### src/exs_defs.svh
// Constants of the exception sequencer: offsets, field positions, vectors, resets
`ifndef EXS_DEFS_SVH
`define EXS_DEFS_SVH
`define EXS_ADDR_W 4
`define EXS_OFF_MSR 4'h0
`define EXS_OFF_SAVE_RESTORE_PC 4'h4
`define EXS_OFF_SAVE_RESTORE_STATUS 4'h8
`define EXS_OFF_STAT 4'hC
`define EXS_MSR_EE 15
`define EXS_MSR_PR 14
`define EXS_MSR_RI 1
`define EXS_MSR_RST 32'h0000_0000
`define EXS_SAVE_RESTORE_STATUS_CAUSE_LSB 27
`define EXS_SAVE_RESTORE_STATUS_KEEP 27
`define EXS_VEC_SHIFT 8
`define EXS_VEC_RESET 5'h01
`define EXS_VEC_MCHECK 5'h02
`define EXS_VEC_EXT 5'h05
`define EXS_VEC_DEC 5'h09
`define EXS_VEC_SMI 5'h14
`define EXS_VEC_BASE_RST 32'h0000_0000
`define EXS_NUM_CAUSES 8
`define EXS_CAUSE_SYSCALL 5
`define EXS_PIN_W 6
`define EXS_PIN_SRST 0
`define EXS_PIN_HRST 1
`define EXS_PIN_TEA 2
`define EXS_PIN_MCP 3
`define EXS_PIN_INT 4
`define EXS_PIN_SMI 5
`endif

### src/exs_pkg.sv
// Types shared by the exception sequencer modules
`include "exs_defs.svh"
package exs_pkg;
    typedef enum logic [2:0] {
        EXS_IDLE    = 3'b001,
        EXS_WAIT    = 3'b010,
        EXS_HANDLER = 3'b100
    } exs_state_e;

    typedef struct packed {
        logic [`EXS_PIN_W-1:0] f1;
        logic [`EXS_PIN_W-1:0] f2;
        logic [`EXS_PIN_W-1:0] f3;
        logic [`EXS_PIN_W-1:0] lvl;
    } exs_sync_s;

    typedef struct packed {
        exs_state_e                 state;
        logic [31:0]                machine_state_reg;
        logic [31:0]                save_restore_pc;
        logic [31:0]                save_restore_status;
        logic [31:0]                faultPc;
        logic [31:0]                nextPc;
        logic                       trapFlag;
        logic [`EXS_NUM_CAUSES-1:0] excBits;
        logic                       asyncRec;
        logic [4:0]                 asyncIdx;
        logic                       mcPend;
        logic                       rstPrev;
        logic                       redirect;
        logic [31:0]                vecAddr;
        logic                       holdCmpl;
        logic [31:0]                rdData;
    } exs_core_s;
endpackage

### src/exs_pin_if.sv
// Carrier of the filtered pin levels between synchroniser and sequencer
`timescale 1ns/1ps
`include "exs_defs.svh"
interface exs_pin_if;
    logic [`EXS_PIN_W-1:0] lvl;
    modport drv (output lvl);
    modport rcv (input lvl);
endinterface

### src/exs_pin_sync.sv
// Three-stage pin synchroniser with agreement filter
`timescale 1ns/1ps
`include "exs_defs.svh"
module exs_pin_sync #(
    parameter int W = `EXS_PIN_W
) (
    input  wire logic         sys_clk,
    input  wire logic         sys_rst,
    input  wire logic [W-1:0] pinsIn,
    exs_pin_if.drv            pins
);
    exs_pkg::exs_sync_s syncReg;
    exs_pkg::exs_sync_s syncNext;

    if (W != `EXS_PIN_W) begin : g_bad_width
        $error("exs_pin_sync: W must match the pin carrier width");
    end

    always_comb begin
        syncNext = syncReg;
        syncNext.f1 = pinsIn;
        syncNext.f2 = syncReg.f1;
        syncNext.f3 = syncReg.f2;
        // Only agreeing bits move, so a single-cycle glitch never counts
        syncNext.lvl = (syncReg.f2 & syncReg.f3) | (syncReg.lvl & (syncReg.f2 | syncReg.f3));
    end

    always_ff @(posedge sys_clk or posedge sys_rst) begin
        if (sys_rst) begin
            syncReg <= '0;
        end else begin
            syncReg <= syncNext;
        end
    end

    assign pins.lvl = syncReg.lvl;
endmodule

### src/exs_sequencer.sv
// Exception recognition and sequencing: classify, order, drain and vector
`timescale 1ns/1ps
`include "exs_defs.svh"
module exs_sequencer #(
    parameter logic [31:0] VECTOR_BASE = `EXS_VEC_BASE_RST
) (
    input  wire logic                       sys_clk,
    input  wire logic                       sys_rst,
    input  wire logic                       softResetIn,
    input  wire logic                       hardResetIn,
    input  wire logic                       transferErrorAck,
    input  wire logic                       machineCheckIn,
    input  wire logic                       extIrqIn,
    input  wire logic                       sysMgmtIrq,
    input  wire logic                       decrementerIrq,
    input  wire logic                       dataBusActive,
    input  wire logic                       addrParityErr,
    input  wire logic                       dataParityErr,
    input  wire logic                       cmplValid,
    input  wire logic                       cmplDone,
    input  wire logic                       cmplExc,
    input  wire logic [`EXS_NUM_CAUSES-1:0] cmplExcBits,
    input  wire logic                       cmplIsTrap,
    input  wire logic [31:0]                cmplPc,
    input  wire logic [31:0]                cmplNextPc,
    input  wire logic                       olderBusy,
    input  wire logic                       execEmpty,
    input  wire logic [31:0]                idleRestartPc,
    input  wire logic                       storeQueueEmpty,
    input  wire logic                       rfiExec,
    input  wire logic [`EXS_ADDR_W-1:0]     regAddr,
    input  wire logic [31:0]                regWrData,
    input  wire logic                       regWr,
    input  wire logic                       regRd,
    output logic [31:0]                     regRdData,
    output logic                            fetchRedirect,
    output logic [31:0]                     fetchVector,
    output logic                            holdCompletion,
    output logic                            problemState,
    output logic                            extIrqEnable
);
    exs_pkg::exs_core_s r_reg;
    exs_pkg::exs_core_s r_next;
    exs_pin_if pinBus ();
    logic rstEdge;
    logic mcEvent;

    if (VECTOR_BASE[19:0] != 20'h0_0000) begin : g_bad_base
        $error("exs_sequencer: vector base not aligned");
    end

    exs_pin_sync #(.W(`EXS_PIN_W)) u_sync (
        .sys_clk (sys_clk),
        .sys_rst (sys_rst),
        .pinsIn  ({sysMgmtIrq, extIrqIn, machineCheckIn, transferErrorAck,
                   hardResetIn, softResetIn}),
        .pins    (pinBus)
    );

    function automatic logic [31:0] vecOf(input logic [4:0] idx);
        vecOf = VECTOR_BASE | {19'h0_0000, idx, 8'h00};
    endfunction

    // Cause bit to vector index: DSI, ISI, align, program, fp, syscall, trace, fp assist
    function automatic logic [4:0] causeIdx(input logic [2:0] bitNo);
        unique case (bitNo)
            3'h0: causeIdx = 5'h03;
            3'h1: causeIdx = 5'h04;
            3'h2: causeIdx = 5'h06;
            3'h3: causeIdx = 5'h07;
            3'h4: causeIdx = 5'h08;
            3'h5: causeIdx = 5'h0C;
            3'h6: causeIdx = 5'h0D;
            3'h7: causeIdx = 5'h0E;
        endcase
    endfunction

    function automatic logic [2:0] lowestBit(input logic [`EXS_NUM_CAUSES-1:0] bits);
        lowestBit = 3'h0;
        for (int i = `EXS_NUM_CAUSES - 1; i >= 0; i--) begin
            if (bits[i]) lowestBit = 3'(i);
        end
    endfunction

    // Edge, not level: a reset pin held high vectors only once
    assign rstEdge = (pinBus.lvl[`EXS_PIN_SRST] | pinBus.lvl[`EXS_PIN_HRST]) & ~r_reg.rstPrev;
    // Bus error only counts while a data beat is on the bus
    assign mcEvent = (pinBus.lvl[`EXS_PIN_TEA] & dataBusActive) | pinBus.lvl[`EXS_PIN_MCP]
                   | addrParityErr | dataParityErr;

    always_comb begin
        logic        take;
        logic        precise;
        logic [4:0]  takeIdx;
        logic [31:0] takePc;
        logic [2:0]  lb;
        take = 1'b0;
        precise = 1'b1;
        takeIdx = 5'h00;
        takePc = 32'h0000_0000;
        lb = lowestBit(r_reg.excBits);
        r_next = r_reg;
        r_next.redirect = 1'b0;
        r_next.rdData = 32'h0000_0000;
        r_next.rstPrev = pinBus.lvl[`EXS_PIN_SRST] | pinBus.lvl[`EXS_PIN_HRST];
        if (regWr) begin
            unique case (regAddr)
                `EXS_OFF_MSR:  r_next.machine_state_reg = regWrData;
                `EXS_OFF_SAVE_RESTORE_PC: r_next.save_restore_pc = regWrData;
                `EXS_OFF_SAVE_RESTORE_STATUS: r_next.save_restore_status = regWrData;
                default: ;
            endcase
        end
        if (regRd) begin
            unique case (regAddr)
                `EXS_OFF_MSR:  r_next.rdData = r_reg.machine_state_reg;
                `EXS_OFF_SAVE_RESTORE_PC: r_next.rdData = r_reg.save_restore_pc;
                `EXS_OFF_SAVE_RESTORE_STATUS: r_next.rdData = r_reg.save_restore_status;
                `EXS_OFF_STAT: r_next.rdData = {14'h0000, 3'(r_reg.state), r_reg.asyncIdx,
                                               r_reg.asyncRec, r_reg.mcPend, r_reg.excBits};
                default:       r_next.rdData = 32'h0000_0000;
            endcase
        end
        // A check pin held high re-arms the check every cycle until it drops
        if (mcEvent) r_next.mcPend = 1'b1;
        // Maskable sources are level requests gated by the enable bit
        r_next.asyncRec = r_reg.machine_state_reg[`EXS_MSR_EE] & (pinBus.lvl[`EXS_PIN_INT] | decrementerIrq
                          | pinBus.lvl[`EXS_PIN_SMI]);
        r_next.asyncIdx = pinBus.lvl[`EXS_PIN_INT] ? `EXS_VEC_EXT :
                          decrementerIrq ? `EXS_VEC_DEC : `EXS_VEC_SMI;
        unique case (r_reg.state)
            exs_pkg::EXS_IDLE: begin
                // Floating-point causes arrive as ordinary precise causes whatever the mode
                if (cmplValid && cmplExc) begin
                    r_next.excBits = cmplExcBits;
                    r_next.faultPc = cmplPc;
                    r_next.nextPc = cmplNextPc;
                    r_next.trapFlag = cmplIsTrap;
                    r_next.holdCmpl = 1'b1;
                    r_next.state = exs_pkg::EXS_WAIT;
                end else if (r_reg.asyncRec && storeQueueEmpty
                             && (cmplDone || execEmpty)) begin
                    take = 1'b1;
                    takeIdx = r_reg.asyncIdx;
                    takePc = cmplDone ? cmplNextPc : idleRestartPc;
                end
            end
            exs_pkg::EXS_WAIT: begin
                if (!olderBusy && storeQueueEmpty) begin
                    take = 1'b1;
                    takeIdx = causeIdx(lb);
                    takePc = (r_reg.trapFlag || lb == 3'(`EXS_CAUSE_SYSCALL))
                             ? r_reg.nextPc : r_reg.faultPc;
                    r_next.excBits[lb] = 1'b0;
                    r_next.holdCmpl = 1'b0;
                end
            end
            exs_pkg::EXS_HANDLER: begin
                if (rfiExec) begin
                    r_next.machine_state_reg = {5'h00, r_reg.save_restore_status[`EXS_SAVE_RESTORE_STATUS_KEEP-1:0]};
                    if (r_reg.excBits != '0) begin
                        r_next.state = exs_pkg::EXS_WAIT;
                        r_next.holdCmpl = 1'b1;
                    end else begin
                        r_next.state = exs_pkg::EXS_IDLE;
                    end
                end
            end
        endcase
        if (r_reg.mcPend) begin
            take = 1'b1;
            precise = 1'b0;
            takeIdx = `EXS_VEC_MCHECK;
            takePc = cmplPc;
            r_next.mcPend = mcEvent;
            r_next.excBits = '0;
            r_next.holdCmpl = 1'b0;
        end
        if (rstEdge) begin
            take = 1'b1;
            precise = 1'b0;
            takeIdx = `EXS_VEC_RESET;
            takePc = cmplPc;
            r_next.mcPend = 1'b0;
            r_next.asyncRec = 1'b0;
            r_next.excBits = '0;
            r_next.holdCmpl = 1'b0;
        end
        // Hardware save wins over a software write in the same cycle
        if (take) begin
            r_next.save_restore_pc = takePc;
            r_next.save_restore_status = {takeIdx, r_reg.machine_state_reg[`EXS_SAVE_RESTORE_STATUS_KEEP-1:0]};
            r_next.machine_state_reg[`EXS_MSR_EE] = 1'b0;
            r_next.machine_state_reg[`EXS_MSR_PR] = 1'b0;
            r_next.machine_state_reg[`EXS_MSR_RI] = precise;
            r_next.redirect = 1'b1;
            r_next.vecAddr = vecOf(takeIdx);
            r_next.state = exs_pkg::EXS_HANDLER;
        end
    end

    always_ff @(posedge sys_clk or posedge sys_rst) begin
        if (sys_rst) begin
            r_reg <= '{state: exs_pkg::EXS_IDLE, machine_state_reg: `EXS_MSR_RST, default: '0};
        end else begin
            r_reg <= r_next;
        end
    end

    assign regRdData = r_reg.rdData;
    assign fetchRedirect = r_reg.redirect;
    assign fetchVector = r_reg.vecAddr;
    assign holdCompletion = r_reg.holdCmpl;
    assign problemState = r_reg.machine_state_reg[`EXS_MSR_PR];
    assign extIrqEnable = r_reg.machine_state_reg[`EXS_MSR_EE];
endmodule

### config.mk
export PLATFORM = sky130hd
export DESIGN_NAME = exs_sequencer
export DESIGN_NICKNAME = d
export VERILOG_FILES = /design/src/exs_pkg.sv /design/src/exs_pin_if.sv /design/src/exs_pin_sync.sv /design/src/exs_sequencer.sv
export VERILOG_INCLUDE_DIRS = /design/src
export SDC_FILE = /design/constraint.sdc
export NUM_CORES = 1
export LEC_CHECK = 0
export BUFFER_PORTS_ARGS = -buffer_cell sky130_fd_sc_hd__clkbuf_2
export CAP_MARGIN = 20
export CORE_MARGIN = 2
export CORE_UTILIZATION = 56
export DETAILED_ROUTE_END_ITERATION = 7
export MAX_ROUTING_LAYER = met4
export PLACE_DENSITY = 0.81
export SYNTH_ARGS = -nofsm -noshare
export SYNTH_HDL_FRONTEND = slang
export SYNTH_HIERARCHICAL = 1
export SYNTH_SLANG_ARGS = --single-unit
export TNS_END_PERCENT = 5
### constraint.sdc
create_clock -name sys_clk -period 7.7 [get_ports sys_clk]
set_input_delay 0.77 -clock sys_clk [delete_from_list [all_inputs] [get_ports sys_clk]]
set_output_delay 0.77 -clock sys_clk [all_outputs]
set_load 0.1 [all_outputs]
# Word level (Yosys, flattened, before mapping)
# Memory sizes are Yosys's and may differ from the RTL's.
# Cells that the tools add are included.
# totals
reg_bits	243
mem_bits_ro	32
input_bits	162
out_inout_bits	68
wordCells	138
mem_count	1
# memory_table
name	depth	word_bits	read_ports	rd_ports_with_merged_regs	wr	line	source
(name not given)	8	4	1	0	0	exs_sequencer.sv:66	unique case (bitNo)
# classes
magnitude_cmp	2
eq_ne	13
n_mux	65
bitwise	16
n_reduce_logical	21
# op_table
cell	n
32-bit 2-to-1 mux	12
32-bit case mux with 4 select lines	1
96-bit 2-to-1 mux	1
64-bit 2-to-1 mux	1
32-bit case mux with 2 select lines	1
35-bit 2-to-1 mux	1
5-bit 2-to-1 mux	7
33-bit 2-to-1 mux	1
3-bit 2-to-1 mux	10
8-bit 2-to-1 mux	3
1-bit 2-to-1 mux	18
4-bit != test (second input constant)	4
8-bit case mux with 2 select lines	1
6-bit bitwise AND	2
6-bit OR	2
5-bit case mux with 2 select lines	1
9-bit 2-to-1 mux	1
8-bit bitwise AND	1
4-bit == test (second input constant)	2
8-bit inverter	1
8-bit nonzero test	1
3-bit == test (second input constant)	2
3-bit != test (second input constant)	2
1-bit OR	6
22 further kinds	35

# Longest topological paths before layout
# Gate-level depths: netlist of the first run.
# logic_depth
word_depth	18
mapped_depth	11

# By module
# The synthesis of the first run kept the hierarchy.
# by_module_without_submodules
mod	instances	cells_per_inst	area_each_um2	seq_area_each_um2
exs_sequencer	1	1244	11238.3	5456.5
exs_pin_sync	1	37	716.9	600.6

# Worst setup path before layout of the first run
# Ideal clock, no wire load.
# synth_path
path_type	register -> register
start	reg r_reg[80] (netlist name)
end	reg r_reg[181] (netlist name)
arrival_time_ns	2.195
required_time_ns	7.568
setup_slack_ns	5.374
path_stages_with_launch	12
n_path_buf	1
cell_sequence	dfrtp_1 -> nand2b_1 -> a21o_1 -> a21oi_1 -> nor2_1 -> nor2_1 -> ha_1 -> a31oi_4 -> and3_1 -> buf_4 -> a221oi_1 -> o21ai_1
# synth_between
elab_chain_len	15
# synth_lines
item	line	source
start: declaration	exs_sequencer.sv:42	exs_pkg::exs_core_s r_reg;
start signal: assignment	exs_sequencer.sv:206	r_reg <= r_next;
3-bit 2-to-1 mux (7 in series)	exs_sequencer.sv:81	if (bits[i]) lowestBit = 3'(i);
3-bit == test	exs_sequencer.sv:152	takePc = (r_reg.trapFlag || lb == 3'(`EXS_CAUSE_SYSCALL))
1-bit logical OR	exs_sequencer.sv:152	
32-bit 2-to-1 mux	exs_sequencer.sv:152	
32-bit 2-to-1 mux	exs_sequencer.sv:149	if (!olderBusy && storeQueueEmpty) begin
32-bit case mux with 2 select lines	exs_sequencer.sv:131	unique case (r_reg.state)
32-bit 2-to-1 mux	exs_sequencer.sv:170	if (r_reg.mcPend) begin
32-bit 2-to-1 mux	exs_sequencer.sv:179	if (rstEdge) begin
64-bit 2-to-1 mux	exs_sequencer.sv:190	if (take) begin
# No other way between the ends.
# A chain may end at the register's enable or synchronous reset.

# Final worst setup path of the first run
# layout_path
start	reg r_reg[243] (netlist name)
end	reg r_reg[177] (netlist name)
# layout_between
elab_chain_len	6
# layout_lines
item	line
3-bit by 2-bit == test with 1-bit output / 3-bit by 1-bit == test with 1-bit output (equally long branches)	exs_sequencer.sv:131
1-bit case mux with 2 select lines	exs_sequencer.sv:131
1-bit 2-to-1 mux	exs_sequencer.sv:170
1-bit 2-to-1 mux	exs_sequencer.sv:179
2-bit nonzero test (no source line)	--
2-bit AND reduction (no source line)	--
# Several ways; a longest one is shown, not always the timed one.

==> impl_metrics.yaml, run 1 <==
outcome:
  status: "finished, final reports clean"
min_path:
  hp-class: "in2reg"
  hold_depth: 1
  hold_end: "u_sync/syncNext[17]"
  hp-start: "sysMgmtIrq"
global_routing:
  gr-total-overflow: 0
  grt_max_degree: 137
  antenna_found_initial: 0
  grt_pass1_vias: 9572
  grt_pass1_wl_microns: 53900
  grt_util_all_layers: 0.317
die:
  die_w_microns: 150
  io_pins: 230
  coreArea_sq_mm: 0.0210
  die_y_microns: 150
  dieArea_sq_mm: 0.0225
  num_rows: 53
  initial_core_util: 0.571
final_layout:
  diodes: 0
  final_nets: 1563
  seqCellArea_sq_mm: 0.00606
  largest_reg_flops: 177
  multiInputGateArea_sq_mm: 0.00507
  fill_cells: 1698
  drive_gt1_frac: 0.223
  synthToLayoutAreaGrowth_pct: 14.3
synth:
  ys_warn_count: 6
  synth.area.top_cells: "dfrtp_1, nand2_1, mux2i_1"
  yosys-top-cells-count: "nand2_1, dfrtp_1, nor2_1, buf_4, a31oi_1"
  synth_edf_count: 0
  synth_seq_cells: 242
  ys_async_sr_fraction: 1.00
  synth_top_family_by_area: "compound AO/OA/AOI/OAI gates"
  synth_adder_area_share: 0.00879
  synth_compound_area_frac: 0.168
  syn_inst: 1281
  synthMuxAreaShare: 0.0684
  yosys.cell_types.count: 62
  synth_flop_cell: "dfrtp_1"
  synth_top_area_frac: 0.504
  synth-simple-area-share: 0.168
  synth_most_common_cell: "nand2_1"
  yosysTopAreaCell: "dfrtp_1"
  synth_area_per_cell_sq_um: 9.33
  yosysSeqAreaShare: 0.507
  yosys.area_share.xor_xnor: 0.000733
  syn-cell-area_sq_mm: 0.0120
critical_path:
  critical_path.max_fanout: 53
  startpoint_type: "flop"
  crit_type: "reg2reg"
  rr_startpoint: "r_reg[243]"
  required_ns: 8.11
  worstPathArrival_ns: 3.83
  end_kind: "flop"
  r2r_slack_ns: 4.27
  timing.rr.end: "r_reg[177]"
  ff2ff_path_depth: 7
job:
  cap_violations: 0
timing:
  finalHoldViolations: 0
  fmax_ghz: 0.292
  grt_setup_unrepaired: "false"
  setup_viol: 0
  slew-limit-headroom: 0.213
  tightest_slew_ns: 1.18
  hold-worst-slack_ns: 0.333
  fin_crit_sh: 0.445
  setup_tns_ns: 0
  period_minus_slack_ns: 3.43
  clock_skew_ns: 0.0265
  slew_viol_final: 0
routing:
  ant_nets: 0
  drc: 0
  wl_per_cell_microns: 20.7
  firstDrtPassIters: 6
  routed_wl_microns: 35000
  drt_iter0_markers: 1342
  num_vias: 10400
  vias_per_cell: 6.13
clock_tree:
  cts-root-buf: "clkbuf_16"
  cts_sinks: 242
  numCtsBuffers: 25
  htree_num_levels: 1
  insertion_delay_ns: 0.54
  cts_setup_buffers: 0
  cts_tree: "done"
  cts.clk_slew.worst_paths_ns: 0.07
  clock_path_buffers: 3
  hold_buffers: 0
  post_cts_resize_count: 0
placed_design:
  port_buffers: 202
  place_hpwl_microns: 23600
  globalplace.congestion: 0.956
power_and_ir_drop:
  powerDensity_mw_per_mm2: 274
  irDropWorstVdd_mv: 0.174
  leakage_nw: 6.76
critical path: stages, from the launching register on:
cell and delay (ns):
dfstp_2 0.64, nor3b_1 0.49, and3_1 1.04, nor3_4 0.16
inv_2 0.41, buf_12 0.29, nor2_1 0.09, o22a_1 0.16
cell families (layout without fill, tap and decap cells):
kind of cell / Yosys count / in the layout
AO/OA/AOI/OAI: 314 / 314
XOR/XNOR: 1 / 1
adder cells (fa/ha/maj): 9 / 9
buffers and inverters: 168 / 277
flip-flops: 242 / 242
multiplexers: 79 / 79
other: 1 / 27
AND/OR/NAND/NOR: 467 / 467
placed cells by master, fill, tap and decap left out, drive strengths merged, types with 3 or more instances in the layout:
master,Yosys,layout
o22ai,21,21
a221o,3,3
dfrtp,241,241
inv,10,10
conb,1,27
a22oi,38,38
a2bb2oi,14,14
nor3,16,16
nor2b,3,3
a221oi,11,11
a22o,4,4
buf,107,20
nand2,303,303
nand2b,3,3
nand3,3,3
nor3b,22,22
ha,3,3
clkinv,0,7
clkbuf,51,233
and3,3,3
nor2,100,100
a21oi,64,64
a31oi,68,68
or2,3,3
mux2i,57,57
maj3,6,6
mux2,22,22
o21ai,65,65
a211oi,4,4
bufinv,0,5
area by class of cell:
class	count	area share
Clock inverter	14	0.0152
Tap cell	275	0.0252
Clock buffer	31	0.0496
Inverter	10	0.00330
Timing Repair Buffer	222	0.0921
Sequential cell	242	0.443
Multi-Input combinational cell	897	0.371
layer usage:
metal / vias to the layer above / share of wire / global-route usage
li1: 4599 / - / -
met1: 4966 / 0.42 / 0.476
met2: 718 / 0.43 / 0.441
met3: 91 / 0.12 / 0.0603
met4: 0 / 0.028 / 0.0925
met5: - / 0 / -
stage by stage:
step,std cells,utilization,worst slack [ns],power (mW),instance area [sq um]
floorplan,1307,-,0.967,2.21,12100
global placement,1639,0.603,3.87,2.37,12600
detailed placement,1641,0.604,3.76,2.41,12700
CTS,1686,0.647,4.03,3.72,13600
global route,1691,0.652,4.13,3.90,13700
finish,1691,0.652,4.27,3.75,13700
where the power goes:
part           internal, mW  leakage (nW)  total (mW)  switching (mW)
clock                 0.794         0.432        1.32           0.522
combinational         0.252          3.30       0.717           0.465
sequential             1.51          3.03        1.71           0.200
total                  2.56          6.76        3.75            1.19
worst max-delay path by stage:
stage,start,endpoint,slack (ns),depth (start not counted)
floorplan,sys_rst,extIrqEnable,0.97,1
global placement,cmplDone,r_reg[177],3.87,8
detailed placement,cmplDone,r_reg[150],3.76,7
CTS,r_reg[243],r_reg[169],4.03,5
global route,r_reg[243],r_reg[177],4.13,7
finish,r_reg[243],r_reg[177],4.27,7
Note: power is estimated with default switching activity, not from simulation.
==> run 2: changes to the inputs <==
Clock period 7.7 ns to 3.3 ns, I/O delays scaled along.
==> impl_metrics.yaml, run 2 (synthesis gave the netlist of run 1 again) <==
final_layout:
  largest_reg_flops: 177
  drive_gt1_frac: 0.229
  final_nets: 1583
  fill_cells: 1691
  mostFrequentLayoutCells: "nand2_1, dfrtp_1, clkbuf_2, nor2_1, a31oi_1"
  multiInputGateArea_sq_mm: 0.00507
  synthToLayoutAreaGrowth_pct: 15.5
  final_common_cell: "nand2_1"
  seqCellArea_sq_mm: 0.00606
clock_tree:
  cts.clk_slew.worst_paths_ns: 0.06
  clock_path_buffers: 3
  insertion_delay_ns: 0.53
  numCtsBuffers: 26
  cts_sinks: 242
  cts_tree: "done"
  cts-root-buf: "clkbuf_16"
  htree_num_levels: 1
routing:
  wl_met1_microns: 14700
  ant_nets: 0
  vias_per_cell: 6.08
  drt_iter0_markers: 1282
  dr_wl_met2_microns: 15400
  routed_wl_microns: 35000
  wl_met3_microns: 4030
  drc: 0
  wl_per_cell_microns: 20.4
  firstDrtPassIters: 6
  num_vias: 10400
  top_layer: "met4"
critical_path:
  timing.rr.end: "r_reg[180]"
  slowest_delay_ns: 0.47
  critical_path.max_fanout: 23
  worstPathArrival_ns: 3.41
  r2r_slack_ns: 0.29
  startpoint: "r_reg[80]"
  path_depth: 10
  crit_type: "reg2reg"
  path_cells: "nand2b_1 > a21o_1 > a21oi_1 > nor2_1 > nor2_1 > ha_1 > a31oi_4 > and3_1 > a222oi_1 > o21ai_1"
  startpoint_type: "flop"
  endpoint: "r_reg[180]"
  required_ns: 3.70
  cp_slowest_cell: "and3_1"
  rr_startpoint: "r_reg[80]"
  ff2ff_path_depth: 10
  end_kind: "flop"
  cp_top_family: "compound AO/OA/AOI/OAI gates"
  critPathBufInv: 0
  critPathMostFrequentCell: "nor2_1"
power_and_ir_drop:
  leakage_nw: 6.84
  irDropWorstVdd_mv: 0.482
  powerDensity_mw_per_mm2: 637
min_path:
  hp-start: "cmplNextPc[28]"
  hp-class: "in2reg"
  hold_depth: 3
global_routing:
  grt_pass1_wl_microns: 55200
  grt_pass1_vias: 9949
  grt_max_degree: 108
  antenna_found_initial: 0
  gr-total-overflow: 0
  grt_util_all_layers: 0.323
placed_design:
  globalplace.congestion: 0.945
  place_ws_ns: 0.391
  place_hpwl_microns: 24600
  port_buffers: 202
timing:
  setup_tns_ns: 0
  hold-worst-slack_ns: 0.00545
  fmax_ghz: 0.332
  setup_viol: 0
  period_minus_slack_ns: 3.01
  tightest_slew_ns: 0.851
  clock_skew_ns: 0.0101
  fin_crit_sh: 0.912
  finalHoldViolations: 0
  slew_viol_final: 0
  slew-limit-headroom: 0.432
  grt_setup_unrepaired: "false"
  setup_ws_ns: 0.289
die:
  num_rows: 53
  die_w_microns: 150
  initial_core_util: 0.571
  coreArea_sq_mm: 0.0210
  die_y_microns: 150
  dieArea_sq_mm: 0.0225
  io_pins: 230
job:
  cap_violations: 0
outcome:
  status: "finished, final reports clean"
## run 2: cell count changes in the layout (fill, tap and decap cells not counted)
| cell | previous run | this run |
|---|---|---|
| buf_6 | 1 | 0 |
| buf_12 | 1 | 3 |
| buf_4 | 14 | 28 |
| clkbuf_1 | 3 | 4 |
| buf_16 | 4 | 0 |
| diode_2 | 0 | 1 |
| clkinv_4 | 2 | 0 |
| bufinv_16 | 5 | 4 |
| clkbuf_8 | 3 | 6 |
| inv_8 | 1 | 0 |
| dlygate4sd3_1 | 0 | 8 |
| clkbuf_16 | 25 | 27 |
| clkinvlp_4 | 2 | 3 |
## run 2: how the worst min path moves through the flow
stage | to | slack [ns]
5_1_grt | r_reg[111] | 0.02
3_3_place_gp | u_sync/syncNext[11] | 0.33
2_1_floorplan | u_sync/syncNext[10] | 0.33
3_5_place_dp | u_sync/syncNext[7] | 0.34
4_1_cts | r_reg[106] | 0.002
6_report | r_reg[111] | 0.005
## run 2: layout make-up
cell class,instances,area share
Antenna cell,1,0.000181
Clock buffer,37,0.0560
Clock inverter,11,0.0116
Inverter,10,0.00299
Multi-Input combinational cell,897,0.367
Sequential cell,242,0.439
Tap cell,275,0.0249
Timing Repair Buffer,241,0.0986
## run 2: layer usage
layer / vias up / GRT usage
met5: - / -
met4: 0 / 0.0991
met3: 73 / 0.0712
met2: 699 / 0.455
met1: 5005 / 0.472
li1: 4649 / -
## run 2: worst reg2reg max path, stage by stage (launching register included)
cell      delay, ns
dfrtp_1        0.45
nand2b_1       0.18
a21o_1         0.18
a21oi_1        0.36
nor2_1         0.12
nor2_1         0.12
ha_1           0.20
a31oi_4        0.27
and3_1         0.47
a222oi_1       0.41
o21ai_1        0.11
## run 2: timing repair
action / 4_1_cts / 5_1_grt
hold buffers: 8 / 0
buffers inserted: 0 / 0
gates resized for setup: 0 / 0
endpoints found under the hold margin: 21 / 0
## run 2: report_power, final
part           leakage, nW  switching (mW)  internal, mW
Clock                0.457            1.18          1.94
Sequential            3.03           0.481          3.54
Combinational         3.35            1.08         0.586
## run 2: stage by stage
| step | area (sq um) | utilization | power [mW] | instances |
|---|---|---|---|---|
| 3_3_place_gp | 12800 | 0.611 | 5.58 | 1657 |
| 3_5_place_dp | 12800 | 0.611 | 5.67 | 1657 |
| 6_report | 13800 | 0.659 | 8.80 | 1714 |
| 2_1_floorplan | 12100 | - | 5.16 | 1307 |
| 5_1_grt | 13800 | 0.659 | 9.16 | 1713 |
| 4_1_cts | 13800 | 0.659 | 8.78 | 1713 |
